<file path="src/hdl/dma_chan_defines.svh">
// register offsets, field positions and reset values of one dma channel
`ifndef DMA_CHAN_DEFINES_SVH
`define DMA_CHAN_DEFINES_SVH

// word addresses on the avalon port, equal to the printed offsets
`define OFS_CTRL       32'h5000356c
`define OFS_IDX        32'h5000356e
`define OFS_SRC_LO     32'h50003570
`define OFS_SRC_HI     32'h50003572
`define OFS_DST_LO     32'h50003574
`define OFS_DST_HI     32'h50003576
`define OFS_IRQ_MATCH  32'h50003578
`define OFS_LEN        32'h5000357a
`define OFS_STATUS     32'h50003580
`define OFS_MASK       32'h50003582

// control field positions
`define CTRL_RUN       0
`define CTRL_WIDTH_LO  1
`define CTRL_WIDTH_HI  2
`define CTRL_IRQ_EN    3
`define CTRL_TRIG      4
`define CTRL_DST_INC   5
`define CTRL_SRC_INC   6
`define CTRL_WRAP      7
`define CTRL_PRIO_LO   8
`define CTRL_PRIO_HI   10
`define CTRL_SENSE     13
`define CTRL_WMASK     16'h27ff

// status and mask field positions
`define STAT_MATCH     0
`define STAT_DONE      1
`define STAT_BITS      2

// reset values
`define RST_REG16      16'h0000
`define RST_STAT       2'h0

`endif

</file>
<file path="src/hdl/dma_chan_pkg.sv">
// types shared by the dma channel modules
package dma_chan_pkg;

  typedef enum logic [4:0] {
    ST_IDLE = 5'h01,
    ST_WAIT = 5'h02,
    ST_ARB  = 5'h04,
    ST_RD   = 5'h08,
    ST_WR   = 5'h10
  } chan_state_t;

  typedef enum logic [1:0] {
    W_BYTE = 2'h0,
    W_HALF = 2'h1,
    W_WORD = 2'h2,
    W_RSVD = 2'h3
  } item_width_t;

endpackage

</file>
<file path="src/hdl/dma_channel_control.sv">
// one dma channel: control registers, item sequencing, bus master, irq
//
// Overview of operation
// - without wrap mode the channel stops after the length and clears run.
// - wrap with peripheral trigger keeps run, zeroes index, restarts.
// - source address fixed, or advances 1, 2 or 4 per item by width.
// - destination address fixed, or advances 1, 2 or 4 per item by width.
// - trigger select 0 starts at once; 1 waits for peripheral requests.
// - the channel interrupt is raised only while the interrupt gate is set.
// - width code 00, 01, 10 selects 1, 2, 4 bytes; 11 reserved.
// - run bit 0 keeps the channel idle; setting it enables the channel.
// - read-only index counts items and returns to zero at completion.
// - each address is start plus index scaled by width when incrementing.
// - each start address is two writable 16-bit halves.
// - last channel in secure boot forces destination to key store base.
// - irq when match count equals index before increment, gate set.
// - the channel moves one item more than the programmed length.
// - request sense 0 is level, 1 is rising edge.
// - higher priority value wins; on a tie lower channel number wins.
`timescale 1ns/1ns
`include "dma_chan_defines.svh"
module dma_channel_control #(
  parameter int unsigned NCH            = 8,
  parameter int unsigned CHAN           = 7,
  parameter bit          IS_LAST        = 1'b1,
  parameter logic [31:0] KEY_STORE_BASE = 32'h0000_0000
) (
  // clock and reset
  input  wire logic             mclk,
  input  wire logic             rst,
  // avalon-mm slave
  input  wire logic [31:0]      avs_address,
  input  wire logic             avs_read,
  input  wire logic             avs_write,
  input  wire logic [3:0]       avs_byteenable,
  input  wire logic [31:0]      avs_writedata,
  output logic      [31:0]      avs_readdata,
  output logic                  avs_waitrequest,
  // pins
  input  wire logic             dreq,
  input  wire logic             secure_boot,
  // other channels competing for the bus
  input  wire logic [NCH-1:0]   peer_req,
  input  wire logic [3*NCH-1:0] peer_prio,
  // system bus master
  output logic                  bus_req,
  output logic                  bus_we,
  output logic      [31:0]      bus_addr,
  output logic      [31:0]      bus_wdata,
  output logic      [1:0]       bus_size,
  input  wire logic             bus_ack,
  input  wire logic [31:0]      bus_rdata,
  // status
  output logic                  chan_req,
  output logic                  irq
);

  //////////////////////////////////////////////////////////////////////////
  // helpers

  function automatic logic [1:0] width_eff(input logic [1:0] w);
    // reserved code behaves as single byte
    return (w == dma_chan_pkg::W_RSVD) ? 2'(dma_chan_pkg::W_BYTE) : w;
  endfunction

  function automatic logic [31:0] calc_addr(input logic [31:0] start,
                                            input logic [15:0] idx,
                                            input logic        incr,
                                            input logic [1:0]  w);
    logic [31:0] step;
    step = {16'h0000, idx} << width_eff(w);
    return incr ? start + step : start;
  endfunction

  function automatic logic [15:0] merge16(input logic [15:0] old,
                                          input logic [31:0] wd,
                                          input logic [3:0]  be);
    return {be[1] ? wd[15:8] : old[15:8], be[0] ? wd[7:0] : old[7:0]};
  endfunction

  //////////////////////////////////////////////////////////////////////////
  // state and registers

  dma_chan_pkg::chan_state_t state_r;
  logic [15:0]               ctrl_r;
  logic [15:0]               idx_r;
  logic [15:0]               src_lo_r;
  logic [15:0]               src_hi_r;
  logic [15:0]               dst_lo_r;
  logic [15:0]               dst_hi_r;
  logic [15:0]               match_r;
  logic [15:0]               len_r;
  logic [`STAT_BITS-1:0]     status_r;
  logic [`STAT_BITS-1:0]     mask_r;
  logic                      wait_r;
  logic                      sec1_r;
  logic                      sec2_r;
  logic [31:0]               rd_val;
  logic                      wr_en;
  logic                      rd_en;
  logic                      req_ok;
  logic [NCH-1:0]            req_vec;
  logic [3*NCH-1:0]          prio_vec;
  logic [NCH-1:0]            grant;
  logic                      item_done;
  logic                      last_item;
  logic                      ctrl_wr;
  logic                      restart;
  logic                      sec_force;
  logic [31:0]               src_start;
  logic [31:0]               dst_start;
  logic [`STAT_BITS-1:0]     events;

  wire run     = ctrl_r[`CTRL_RUN];
  wire trig    = ctrl_r[`CTRL_TRIG];
  wire irq_en  = ctrl_r[`CTRL_IRQ_EN];
  wire [1:0] w = ctrl_r[`CTRL_WIDTH_HI:`CTRL_WIDTH_LO];

  assign wr_en     = avs_write && !wait_r;
  assign rd_en     = avs_read && !wait_r;
  assign ctrl_wr   = wr_en && avs_address == `OFS_CTRL;
  assign item_done = state_r == dma_chan_pkg::ST_WR && bus_ack;
  assign last_item = idx_r == len_r;
  assign restart   = ctrl_r[`CTRL_WRAP] && trig;
  assign sec_force = IS_LAST && sec2_r;
  assign src_start = {src_hi_r, src_lo_r};
  assign dst_start = sec_force ? KEY_STORE_BASE
                               : {dst_hi_r, dst_lo_r};

  //////////////////////////////////////////////////////////////////////////
  // avalon slave: one wait cycle, then the access is taken

  always_ff @(posedge mclk) begin
    if (rst) begin
      wait_r <= 1'b1;
    end else if ((avs_read || avs_write) && wait_r) begin
      wait_r <= 1'b0;
    end else begin
      wait_r <= 1'b1;
    end
  end

  always_comb begin
    rd_val = 32'h0000_0000;
    case (avs_address)
      `OFS_CTRL:      rd_val[15:0] = ctrl_r;
      `OFS_IDX:       rd_val[15:0] = idx_r;
      `OFS_SRC_LO:    rd_val[15:0] = src_lo_r;
      `OFS_SRC_HI:    rd_val[15:0] = src_hi_r;
      `OFS_DST_LO:    rd_val[15:0] = dst_start[15:0];
      `OFS_DST_HI:    rd_val[15:0] = dst_start[31:16];
      `OFS_IRQ_MATCH: rd_val[15:0] = match_r;
      `OFS_LEN:       rd_val[15:0] = len_r;
      `OFS_STATUS:    rd_val[`STAT_BITS-1:0] = status_r;
      `OFS_MASK:      rd_val[`STAT_BITS-1:0] = mask_r;
      default:        rd_val = 32'h0000_0000;
    endcase
  end

  always_ff @(posedge mclk) begin
    if (rst) begin
      avs_readdata <= 32'h0000_0000;
    end else if (avs_read && wait_r) begin
      avs_readdata <= rd_val;
    end
  end

  assign avs_waitrequest = wait_r;

  always_ff @(posedge mclk) begin
    if (rst) begin
      src_lo_r <= `RST_REG16;
      src_hi_r <= `RST_REG16;
      dst_lo_r <= `RST_REG16;
      dst_hi_r <= `RST_REG16;
      match_r  <= `RST_REG16;
      len_r    <= `RST_REG16;
      mask_r   <= `RST_STAT;
    end else if (wr_en) begin
      case (avs_address)
        `OFS_SRC_LO: src_lo_r <= merge16(src_lo_r, avs_writedata,
                                         avs_byteenable);
        `OFS_SRC_HI: src_hi_r <= merge16(src_hi_r, avs_writedata,
                                         avs_byteenable);
        `OFS_DST_LO: dst_lo_r <= merge16(dst_lo_r, avs_writedata,
                                         avs_byteenable);
        `OFS_DST_HI: dst_hi_r <= merge16(dst_hi_r, avs_writedata,
                                         avs_byteenable);
        `OFS_IRQ_MATCH: match_r <= merge16(match_r, avs_writedata,
                                           avs_byteenable);
        `OFS_LEN: len_r <= merge16(len_r, avs_writedata, avs_byteenable);
        `OFS_MASK: begin
          if (avs_byteenable[0]) begin
            mask_r <= avs_writedata[`STAT_BITS-1:0];
          end
        end
        default: ;
      endcase
    end
  end

  // run bit: software write wins over the self-clear
  always_ff @(posedge mclk) begin
    if (rst) begin
      ctrl_r <= `RST_REG16;
    end else if (ctrl_wr) begin
      ctrl_r <= merge16(ctrl_r, avs_writedata, avs_byteenable) & `CTRL_WMASK;
    end else if (item_done && last_item && !restart) begin
      ctrl_r[`CTRL_RUN] <= 1'b0;
    end
  end

  //////////////////////////////////////////////////////////////////////////
  // secure boot strap and peripheral request

  always_ff @(posedge mclk) begin
    if (rst) begin
      sec1_r <= 1'b0;
      sec2_r <= 1'b0;
    end else begin
      sec1_r <= secure_boot;
      sec2_r <= sec1_r;
    end
  end

  dma_req_sync u_req (
    .mclk       (mclk),
    .rst        (rst),
    .dreq       (dreq),
    .edge_sense (ctrl_r[`CTRL_SENSE]),
    .consume    (state_r == dma_chan_pkg::ST_WAIT && req_ok),
    .req_ok     (req_ok)
  );

  always_comb begin
    req_vec             = peer_req;
    req_vec[CHAN]       = chan_req;
    prio_vec            = peer_prio;
    prio_vec[3*CHAN +: 3] = ctrl_r[`CTRL_PRIO_HI:`CTRL_PRIO_LO];
  end

  chan_priority_arbiter #(.NCH(NCH)) u_arb (
    .req   (req_vec),
    .prio  (prio_vec),
    .grant (grant)
  );

  //////////////////////////////////////////////////////////////////////////
  // item sequencer and bus master

  always_ff @(posedge mclk) begin
    if (rst) begin
      state_r   <= dma_chan_pkg::ST_IDLE;
      chan_req  <= 1'b0;
      bus_req   <= 1'b0;
      bus_we    <= 1'b0;
      bus_addr  <= 32'h0000_0000;
      bus_wdata <= 32'h0000_0000;
      bus_size  <= 2'h0;
    end else begin
      case (state_r)
        dma_chan_pkg::ST_IDLE: begin
          if (run && trig) begin
            state_r <= dma_chan_pkg::ST_WAIT;
          end else if (run) begin
            state_r  <= dma_chan_pkg::ST_ARB;
            chan_req <= 1'b1;
          end
        end
        dma_chan_pkg::ST_WAIT: begin
          if (!run) begin
            state_r <= dma_chan_pkg::ST_IDLE;
          end else if (req_ok) begin
            state_r  <= dma_chan_pkg::ST_ARB;
            chan_req <= 1'b1;
          end
        end
        dma_chan_pkg::ST_ARB: begin
          if (!run) begin
            state_r  <= dma_chan_pkg::ST_IDLE;
            chan_req <= 1'b0;
          end else if (grant[CHAN]) begin
            state_r  <= dma_chan_pkg::ST_RD;
            chan_req <= 1'b0;
            bus_req  <= 1'b1;
            bus_we   <= 1'b0;
            bus_size <= width_eff(w);
            bus_addr <= calc_addr(src_start, idx_r,
                                  ctrl_r[`CTRL_SRC_INC], w);
          end
        end
        dma_chan_pkg::ST_RD: begin
          if (bus_ack) begin
            state_r   <= dma_chan_pkg::ST_WR;
            bus_we    <= 1'b1;
            bus_wdata <= bus_rdata;
            bus_addr  <= calc_addr(dst_start, idx_r,
                                   ctrl_r[`CTRL_DST_INC], w);
          end
        end
        dma_chan_pkg::ST_WR: begin
          if (bus_ack) begin
            bus_req <= 1'b0;
            bus_we  <= 1'b0;
            if (last_item && restart) begin
              state_r <= dma_chan_pkg::ST_WAIT;
            end else if (last_item || !run) begin
              state_r <= dma_chan_pkg::ST_IDLE;
            end else if (trig) begin
              state_r <= dma_chan_pkg::ST_WAIT;
            end else begin
              state_r  <= dma_chan_pkg::ST_ARB;
              chan_req <= 1'b1;
            end
          end
        end
        default: begin
          state_r  <= dma_chan_pkg::ST_IDLE;
          chan_req <= 1'b0;
          bus_req  <= 1'b0;
          bus_we   <= 1'b0;
        end
      endcase
    end
  end

  always_ff @(posedge mclk) begin
    if (rst) begin
      idx_r <= `RST_REG16;
    end else if (item_done && last_item) begin
      idx_r <= `RST_REG16;
    end else if (item_done) begin
      idx_r <= idx_r + 16'h0001;
    end
  end

  //////////////////////////////////////////////////////////////////////////
  // interrupt: sticky status, cleared by read of the bits returned

  always_comb begin
    events = '0;
    events[`STAT_MATCH] = item_done && match_r == idx_r && irq_en;
    events[`STAT_DONE]  = item_done && last_item;
  end

  always_ff @(posedge mclk) begin
    if (rst) begin
      status_r <= `RST_STAT;
    end else if (rd_en && avs_address == `OFS_STATUS) begin
      status_r <= (status_r & ~avs_readdata[`STAT_BITS-1:0]) | events;
    end else begin
      status_r <= status_r | events;
    end
  end

  always_ff @(posedge mclk) begin
    if (rst) begin
      irq <= 1'b0;
    end else begin
      irq <= irq_en && |(status_r & mask_r);
    end
  end
endmodule

</file>
<file path="src/hdl/dma_req_sync.sv">
// peripheral request synchroniser with level or rising-edge sense
`timescale 1ns/1ns
module dma_req_sync (
  // clock and reset
  input  wire logic mclk,
  input  wire logic rst,
  // request pin and mode
  input  wire logic dreq,
  input  wire logic edge_sense,
  input  wire logic consume,
  // qualified request
  output logic      req_ok
);

  logic s1_r;
  logic s2_r;
  logic s3_r;
  logic pend_r;

  always_ff @(posedge mclk) begin
    if (rst) begin
      s1_r <= 1'b0;
      s2_r <= 1'b0;
      s3_r <= 1'b0;
    end else begin
      s1_r <= dreq;
      s2_r <= s1_r;
      s3_r <= s2_r;
    end
  end

  // a new edge wins over the consume of the old one
  always_ff @(posedge mclk) begin
    if (rst) begin
      pend_r <= 1'b0;
    end else if (s2_r && !s3_r) begin
      pend_r <= 1'b1;
    end else if (consume) begin
      pend_r <= 1'b0;
    end
  end

  assign req_ok = edge_sense ? pend_r : s2_r;

endmodule

</file>
<file path="src/hdl/chan_priority_arbiter.sv">
// fixed arbiter: higher priority value wins, then lower channel number
`timescale 1ns/1ns
module chan_priority_arbiter #(
  parameter int unsigned NCH = 8
) (
  // requests and priorities of all channels
  input  wire logic [NCH-1:0]   req,
  input  wire logic [3*NCH-1:0] prio,
  // one-hot grant
  output logic      [NCH-1:0]   grant
);

  logic [3:0] best;
  int         win;

  always_comb begin
    best  = 4'h0;
    win   = NCH;
    grant = '0;
    for (int i = 0; i < NCH; i++) begin
      if (req[i] && (win == NCH || {1'b0, prio[3*i +: 3]} > best)) begin
        best = {1'b0, prio[3*i +: 3]};
        win  = i;
      end
    end
    if (win < NCH) begin
      grant[win] = 1'b1;
    end
  end

endmodule

</file>
<file path="config.mk">
export PLATFORM = sky130hd
export DESIGN_NAME = dma_channel_control
export DESIGN_NICKNAME = d
export VERILOG_FILES = /design/src/hdl/dma_chan_pkg.sv /design/src/hdl/dma_channel_control.sv /design/src/hdl/dma_req_sync.sv /design/src/hdl/chan_priority_arbiter.sv
export VERILOG_INCLUDE_DIRS = /design/src /design/src/hdl
export SDC_FILE = /design/constraint.sdc
export NUM_CORES = 1
export LEC_CHECK = 0
export ABC_AREA = 1
export BUFFER_PORTS_ARGS = -buffer_cell sky130_fd_sc_hd__buf_4
export CAP_MARGIN = 20
export CORE_MARGIN = 2
export CORE_UTILIZATION = 55
export CTS_BUF_LIST = sky130_fd_sc_hd__clkbuf_8 sky130_fd_sc_hd__clkbuf_16
export DETAILED_ROUTE_END_ITERATION = 10
export PLACE_DENSITY = 0.77
export SYNTH_ARGS = -nofsm -noshare
export SYNTH_HDL_FRONTEND = slang
export SYNTH_SLANG_ARGS = --single-unit
</file>
<file path="constraint.sdc">
create_clock -name mclk -period 9.75 [get_ports mclk]
set_clock_uncertainty 0.2 [all_clocks]
set_input_delay 0.975 -clock mclk [delete_from_list [all_inputs] [get_ports mclk]]
set_output_delay 0.975 -clock mclk [all_outputs]
set_load 0.02 [all_outputs]
</file>
==> impl_metrics.yaml, run 1 <==
floorplan:
  chipHeight_um: 173
  chipWidth_um: 173
  die_area_mm2: 0.0300
  placement_rows: 61
  core_mm2: 0.0280
  ios: 242
  floorplan.initialDensity_pct: 56.2
placed_design:
  post-place-cells: 2937
  place.gp.congestion: 0.994
  post-dp-hpwl_um: 46000
  placement.io_buffers: 203
yosys:
  synth-seq-cells: 226
  synthCells: 2449
  postSynthAreaPerCell_um2: 6.43
  ys_seq_area_share_pct: 28.8
  synth_edf_count: 0
  synth_cell_type_count: 52
  yosys_most_used_dff: "dfxtp_1"
  post_synth_instance_area_mm2: 0.0157
  ys.warnings.count: 0
  synth_async_sr_flop_share_pct: 0
global_route:
  global_route.usage.total_pct: 39.4
  first_pass_grt_wire_length_um: 92800
  first_global_vias: 16536
  number_of_antenna_violations_at_the_first_check_in_global_routing: 2
  global_route.overflow_total: 0
  grt_start_max_net_pins: 78
power:
  total_power_mw: 2.16
  clkPwrFrac_pct: 46.3
  intPower_mw: 1.60
  power_per_cell_area_mw_per_mm2: 118
  power.net_switching_mw: 0.560
  irDropWorstVdd_v: 0.000142
  total_leakage_power_nw: 8.01
  power_frac_comb_pct: 10.9
  p_sw_share_pct: 25.9
  seqPwrFrac_pct: 42.8
cts:
  tritoncts.num_buffers: 26
  cts_num_sinks: 226
  cts_tree: "built"
  clk-insertion-delay-late_ns: 0.55
  cts-root-buf: "clkbuf_16"
  maximum_number_of_buffers_from_clock_root_to_sink: 3
  clk_pin_slew_worst_paths_ns: 0.06
  htree_levels: 1
  hold_fix_buffers_at_cts: 0
worst_setup_path:
  timing_worst_setup_path_type: "primary input to flip-flop"
  setup.worst_path.start_class: "primary input"
  worst_r2r_startpoint: "ctrl_r[2]"
  ff2ff_setup_slack_ns: 4.25
  crit_buf_inv: 12
  critical_path.reg2reg.endpoint: "bus_addr[24]"
  critical_path.max_fanout: 7
  timing.reg2reg.worst_path_depth: 18
  top_family_by_delay_on_critical_path: "simple AND/OR/NAND/NOR gates"
  slowest_delay_ns: 0.31
  cp-end-kind: "flip-flop"
  critical-path-slowest-cell: "or2_2"
  worst_path_most_repeated_cell: "nand2_1"
  data_required_time_at_the_worst_endpoint_ns: 9.99
  worst_ep_arrival_time_ns: 9.26
finish:
  filler_cell_count: 2587
  finish.cell_count_without_fillers: 2998
  mostFrequentLayoutCell: "nand2_1"
  drive_gt1_share_pct: 14.8
  area_growth_syn_to_layout_pct: 16.8
  layout.cells.most_common_list: "nand2_1 (452), inv_1 (314), nor2_1 (299), nand3_1 (250), dfxtp_1 (226)"
  layout.area.seq_mm2: 0.00452
  antenna_cells_inserted: 0
  design.final.nets: 2803
  multi_input_area_mm2: 0.00951
drt:
  dr_wl_met2_um: 26800
  routed_via_density: 6.01
  detailroute.via_count: 18013
  detailed_router_iteration_count_before_antenna_repair: 6
  met3_wl_post_dr_um: 7260
  routedLengthMet1_um: 24700
  routed_wl_um: 62400
  detail-route-antenna-nets: 0
  avgRoutedWirePerCell_um: 20.8
  drt-initial-drc-count: 2117
  maxUsedRoutingLayer: "met5"
  route.detailed.drc: 0
timing:
  min_period_over_period_pct: 92.5
  post-route-min-period_ns: 9.02
  slew_viol_final: 0
  max_slew_margin_pct: 21.8
  setup_viol_count_final: 0
  max_freq_mhz: 111
  rsz_0062_raised_after_global_routing: "no"
  hold_slack_ns: 0.203
  worstMarginPinSlew_ns: 1.17
  timing.final.hold_violations: 0
  setup-tns-final_ns: 0
job:
  drv.max_cap_violation_count: 0
min_path:
  hold-path-cell-count: 2
  worst_hold_path_type: "flip-flop to flip-flop"
  hp-start: "sec1_r"
  whs_endpoint: "sec2_r"
run_status:
  status: "finished, final reports clean"
==> power by group through the flow <==
stage	clock (mW)	sequential [mW]	combinational, mW
6_report	1.00	0.925	0.235
5_1_grt	1.03	0.925	0.260
4_1_cts	0.998	0.926	0.214
3_5_place_dp	0	0.946	0.213
3_3_place_gp	0	0.946	0.200
2_1_floorplan	0	0.946	0.131
==> final cells by class <==
type | instances | area share [%]
clock buffers | 32 | 3.99
repair buffers | 229 | 9.90
well taps | 378 | 2.57
multi-input cells | 1802 | 51.7
clock inverters | 14 | 0.728
inverters | 317 | 6.47
flip-flops and latches | 226 | 24.6
==> cell usage after synthesis, drive strengths merged (19+ instances only) <==
cell type	instances	area [µm²]
nand2	479	1860
inv	315	1180
nor2	310	1210
nand3	255	1300
dfxtp	226	4520
o21ai	210	1050
a21oi	195	1010
buf	66	455
a211oi	62	621
ha	60	751
clkbuf	58	219
nand4	38	238
nor3	36	253
xnor2	22	193
o211ai	21	158
xor2	19	166
==> routing by layer <==
layer / track usage (%) / vias up
met5: 1.92 / -
met1: 51.2 / 8299
met3: 9.32 / 227
met4: 19.0 / 6
met2: 61.3 / 1124
li1: - / 8357
==> worst max path at each step <==
stage	startpoint	to	slack, ns	depth (start not counted)
after floorplan	peer_prio[1]	bus_addr[12]	1.12	72
after global placement	peer_req[0]	bus_addr[17]	0.29	74
after detailed placement	peer_req[0]	bus_addr[24]	-0.24	72
after CTS	peer_req[0]	bus_addr[9]	0.30	73
after global routing	peer_req[0]	bus_addr[10]	0.003	75
final	peer_req[0]	bus_addr[9]	0.73	74
==> through the flow <==
step | instance area (µm²) | setup slack [ns] | util (%)
6_report | 18400 | 0.729 | 65.6
5_1_grt | 18400 | 0.00261 | 65.6
4_1_cts | 18100 | 0.305 | 64.8
3_5_place_dp | 17300 | -0.240 | 61.7
3_3_place_gp | 17200 | 0.288 | 61.6
2_1_floorplan | 15800 | 1.12 | -
==> logic make-up after synthesis <==
| kind of cell | synth area share (%) |
|---|---|
| AOI/OAI and AO/OA | 19.7 |
| DFF | 28.8 |
| buffers and inverters | 11.8 |
| adders and majority gates | 5.03 |
| xor gates and xnor gates | 2.28 |
| other | 0.0238 |
| and+or+nand+nor | 32.4 |
==> tightest hold or removal path: stages (launching register included) <==
cell and delay (ns):
dfxtp_1 0.30, inv_1 0.04, nor2_1 0.03
==> registers in the layout (all words and copies together), names as in the netlist, 2 cells and up <==
register,cells
avs_readdata,16
bus_addr,32
bus_size,2
bus_wdata,32
ctrl_r,12
dst_hi_r,16
dst_lo_r,16
idx_r,16
len_r,16
mask_r,2
match_r,16
src_hi_r,16
src_lo_r,16
state_r,5
status_r,2
==> repair_timing <==
action	in CTS	in global routing
endpoints found under the hold margin	0	0
resized for setup	0	23
setup endpoints to repair	0	40
buffers inserted	0	8
No activity file was read; power rests on OpenSTA's default activity.
==> run 2: changes to the inputs <==
Settings changed: CORE_UTILIZATION 55 to 40, PLACE_DENSITY 0.77 to 0.59, TNS_END_PERCENT from default to 30.
==> impl_metrics.yaml, run 2 (synthesis results as in run 1) <==
power:
  total_power_mw: 2.30
  power_per_cell_area_mw_per_mm2: 124
  irDropWorstVdd_v: 0.000119
  total_leakage_power_nw: 8.00
worst_setup_path:
  worst_ep_arrival_time_ns: 9.29
  data_required_time_at_the_worst_endpoint_ns: 10.02
  critical-path-slowest-cell: "or2_2"
  critical_path.max_fanout: 11
  worst_path_most_repeated_cell: "nand2_1"
  cp-end-kind: "flip-flop"
  timing_worst_setup_path_type: "primary input to flip-flop"
  setup.worst_path.start_class: "primary input"
  timing.reg2reg.worst_path_depth: 18
  slowest_delay_ns: 0.33
cts:
  cts_num_sinks: 226
  hold_fix_buffers_at_cts: 0
  cts-root-buf: "clkbuf_16"
  tritoncts.num_buffers: 28
  cts_tree: "built"
  clk-insertion-delay-late_ns: 0.58
  maximum_number_of_buffers_from_clock_root_to_sink: 3
  clk_pin_slew_worst_paths_ns: 0.06
  htree_levels: 1
floorplan:
  chipWidth_um: 202
  die_area_mm2: 0.0409
  floorplan.initialDensity_pct: 40.6
  chipHeight_um: 202
  placement_rows: 72
  ios: 242
  core_mm2: 0.0387
drt:
  route.detailed.drc: 0
  detailroute.via_count: 17074
  detail-route-antenna-nets: 0
  routed_via_density: 5.45
  avgRoutedWirePerCell_um: 19.5
  drt-initial-drc-count: 1548
  routed_wl_um: 61100
  detailed_router_iteration_count_before_antenna_repair: 6
timing:
  setup_viol_count_final: 0
  hold_slack_ns: 0.202
  setup_ws_ns: 0.732
  max_slew_margin_pct: 23.8
  worstMarginPinSlew_ns: 1.14
  post-route-min-period_ns: 9.02
  min_period_over_period_pct: 92.5
  setup-tns-final_ns: 0
  timing.final.hold_violations: 0
  max_freq_mhz: 111
  slew_viol_final: 0
global_route:
  number_of_antenna_violations_at_the_first_check_in_global_routing: 0
  first_pass_grt_wire_length_um: 93000
  first_global_vias: 16300
  grt_start_max_net_pins: 82
  global_route.overflow_total: 0
  global_route.usage.total_pct: 29.1
finish:
  post-route-cell-area_mm2: 0.0185
  mostFrequentLayoutCell: "nand2_1"
  antenna_cells_inserted: 0
  largest_registers: "bus_addr (32), bus_wdata (32)"
  area_growth_syn_to_layout_pct: 17.6
  layout.cells.most_common_list: "nand2_1 (453), inv_1 (315), nor2_1 (298), nand3_1 (251), dfxtp_1 (226)"
  drive_gt1_share_pct: 14.5
  design.final.nets: 2794
placed_design:
  place.gp.congestion: 0.954
  postPlaceCellArea_mm2: 0.0174
  placement.io_buffers: 203
  post-dp-hpwl_um: 46200
  detailedPlace.worstSlack_ns: -0.0304
run_status:
  status: "finished, final reports clean"
min_path:
  hold-path-cell-count: 2
  worst_hold_path_type: "flip-flop to flip-flop"
job:
  drv.max_cap_violation_count: 0
==> run 2: cell count changes in the layout (fill, tap and decap cells not counted), sizes merged, moves of 2 or more <==
| cell | change |
|---|---|
| clkinvlp | +2 |
| bufinv | +4 |
| inv | +2 |
| nand2 | -2 |
| buf | -6 |
| clkbuf | -4 |
==> run 2: timing repair <==
item                       in CTS  in global routing
resized for setup               0                 10
buffers inserted                0                  3
setup endpoints to repair       0                 35
==> run 2: worst max-delay path: cells and delay by family <==
kind,cells,cell delay (ns)
adder cells (fa/ha/maj),7,1.88
buffers and inverters,11,0.71
AO/OA/AOI/OAI,13,1.63
AND/OR/NAND/NOR,42,4.08
==> run 2: cell type report <==
type	instances	area (µm²)
timing repair buffer	220	1680
fill	4079	20200
clock inverter	21	273
multi-input combinational	1800	9450
clock buffer	31	742
sequential	226	4520
inverter	317	1190
tap	518	648
==> run 2: stage by stage <==
stage          instances  utilization (%)
2_1_floorplan       2466                -
3_3_place_gp        3077             45.0
3_5_place_dp        3077             45.0
4_1_cts             3129             47.6
5_1_grt             3133             47.8
6_report            3133             47.8
==> run 2: where the power goes <==
group          internal, mW  switching, mW
clock                 0.706          0.449
combinational        0.0839          0.132
sequential            0.925       0.000727
total                  1.72          0.582
==> run 2: routing by layer <==
metal | vias up | global-route usage, % | wire (µm)
met2 | 690 | 45.9 | 26600
met3 | 150 | 5.37 | 5060
met4 | 0 | 12.5 | 3020
met1 | 7891 | 39.0 | 26400
met5 | - | 0 | 0
li1 | 8343 | - | -
==> run 2: worst paths after layout <==
path | slack [ns] | startpoint | end
setup / recovery | 0.73 | peer_req[0] | bus_addr[21]
hold / removal | 0.20 | sec1_r | sec2_r
setup reg to reg | 4.68 | ctrl_r[2] | bus_addr[24]
hold reg to reg | 0.20 | sec1_r | sec2_r
==> run 3: changes to the inputs <==
Settings changed: CAP_MARGIN 20 to 25, PLACE_DENSITY 0.59 to default, PLACE_DENSITY_LB_ADDON from default to 0.12.
==> impl_metrics.yaml, run 3 (synthesis results as in run 1) <==
worst_setup_path:
  worst_path_most_repeated_cell: "nand2_1"
  critical-path-slowest-cell: "or2_2"
  slowest_delay_ns: 0.31
  critical_path.reg2reg.endpoint: "bus_addr[19]"
  timing_worst_setup_path_type: "primary input to flip-flop"
  cp-end-kind: "flip-flop"
  timing.reg2reg.worst_path_depth: 15
  data_required_time_at_the_worst_endpoint_ns: 10.00
  worst_setup_path_startpoint: "peer_req[0]"
  worst_ep_arrival_time_ns: 9.21
  ff2ff_setup_slack_ns: 4.29
  critical_path.max_fanout: 16
  worst_r2r_startpoint: "ctrl_r[2]"
  setup.worst_path.start_class: "primary input"
drt:
  route.detailed.drc: 0
  routed_via_density: 5.46
  drt-initial-drc-count: 1533
  detailroute.via_count: 17106
  routed_wl_um: 62200
  detail-route-antenna-nets: 0
  avgRoutedWirePerCell_um: 19.9
  detailed_router_iteration_count_before_antenna_repair: 6
global_route:
  global_route.overflow_total: 0
  first_global_vias: 15678
  first_pass_grt_wire_length_um: 93000
  grt_start_max_net_pins: 78
  number_of_antenna_violations_at_the_first_check_in_global_routing: 0
  global_route.usage.total_pct: 29.2
timing:
  timing.final.hold_violations: 0
  setup-tns-final_ns: 0
  worstMarginPinSlew_ns: 1.05
  max_freq_mhz: 112
  post-route-min-period_ns: 8.95
  max_slew_margin_pct: 29.6
  setup_viol_count_final: 0
  min_period_over_period_pct: 91.8
  slew_viol_final: 0
  setup_ws_ns: 0.796
power:
  power.net_switching_mw: 0.557
  total_leakage_power_nw: 7.92
  intPower_mw: 1.53
  p_sw_share_pct: 26.7
  power_frac_comb_pct: 10.7
  power_per_cell_area_mw_per_mm2: 114
  seqPwrFrac_pct: 44.3
  total_power_mw: 2.09
  irDropWorstVdd_v: 0.000136
  clkPwrFrac_pct: 45.0
cts:
  clk_pin_slew_worst_paths_ns: 0.06
  cts_num_sinks: 226
  cts-root-buf: "clkbuf_16"
  hold_fix_buffers_at_cts: 0
  clk-insertion-delay-late_ns: 0.55
  cts_tree: "built"
  tritoncts.num_buffers: 27
  maximum_number_of_buffers_from_clock_root_to_sink: 3
  htree_levels: 1
finish:
  layout.cells.most_common_list: "nand2_1 (454), inv_1 (319), nor2_1 (298), nand3_1 (251), dfxtp_1 (226)"
  largest_registers: "bus_addr (32), bus_wdata (32)"
  area_growth_syn_to_layout_pct: 16.6
  fin_util_pct: 47.4
  drive_gt1_share_pct: 14.2
  mostFrequentLayoutCell: "nand2_1"
  antenna_cells_inserted: 0
  design.final.nets: 2798
  post-route-cell-area_mm2: 0.0183
floorplan:
  floorplan.initialDensity_pct: 40.6
  placement_rows: 72
  die_area_mm2: 0.0409
  core_mm2: 0.0387
  ios: 242
  chipWidth_um: 202
  chipHeight_um: 202
min_path:
  worst_hold_path_type: "flip-flop to flip-flop"
  hp-start: "sec1_r"
  hold-path-cell-count: 2
  whs_endpoint: "sec2_r"
placed_design:
  post-dp-hpwl_um: 46700
  placement.io_buffers: 203
  postPlaceCellArea_mm2: 0.0174
  place.gp.congestion: 0.937
  detailedPlace.worstSlack_ns: -0.0115
job:
  drv.max_cap_violation_count: 0
run_status:
  status: "finished, final reports clean"
==> run 3: cell count changes in the layout (fill, tap and decap cells not counted), moves of 2 or more <==
cell,before,now
inv_6,2,0
o21ai_1,5,7
buf_4,217,220
inv_1,315,319
bufinv_16,6,0
o21ai_0,204,202
==> run 3: worst max path at each step <==
stage / end / depth (start not counted)
final: bus_addr[17] / 75
after global routing: bus_addr[7] / 74
after CTS: bus_addr[30] / 73
after floorplan: bus_addr[12] / 72
after detailed placement: bus_addr[17] / 73
after global placement: bus_addr[17] / 73
==> run 3: cell type report <==
| cell class | instances | area, µm² |
|---|---|---|
| repair buffers | 225 | 1740 |
| well taps | 518 | 648 |
| flip-flops and latches | 226 | 4520 |
| clock inverters | 15 | 70.1 |
| fillers | 4125 | 20400 |
| inverters | 317 | 1190 |
| clock buffers | 30 | 717 |
| multi-input cells | 1800 | 9460 |
==> run 3: layer usage <==
metal / wire (µm) / global-route usage (%)
met1: 27300 / 40.5
met4: 2420 / 10.2
met2: 27200 / 45.9
met5: 0 / 0
met3: 5330 / 4.71
==> run 3: worst max-delay path, delay by kind of cell <==
kind | cells | cell delay, ns
AND/OR/NAND/NOR | 43 | 3.84
AO/OA/AOI/OAI | 12 | 1.45
buffers and inverters | 13 | 1.00
adder cells (fa/ha/maj) | 7 | 1.92
==> run 3: what timing repair did <==
| item | 4_1_cts | 5_1_grt |
|---|---|---|
| setup buffers | 0 | 8 |
| endpoints found under the setup margin | 0 | 36 |
| hold endpoints to repair | 0 | 0 |
| resized for setup | 0 | 13 |
==> run 3: metrics by stage <==
stage,hold WS (ns),std cells
after floorplan,0.188,2466
after global placement,0.193,3076
after detailed placement,0.193,3076
after CTS,0.197,3121
after global routing,0.208,3131
final,0.197,3131
==> run 3: power groups by stage <==
stage	Combinational [mW]	Sequential [mW]	Clock, mW
2_1_floorplan	0.131	0.946	0
3_3_place_gp	0.206	0.946	0
3_5_place_dp	0.216	0.946	0
4_1_cts	0.217	0.925	0.957
5_1_grt	0.249	0.925	0.994
6_report	0.223	0.926	0.939
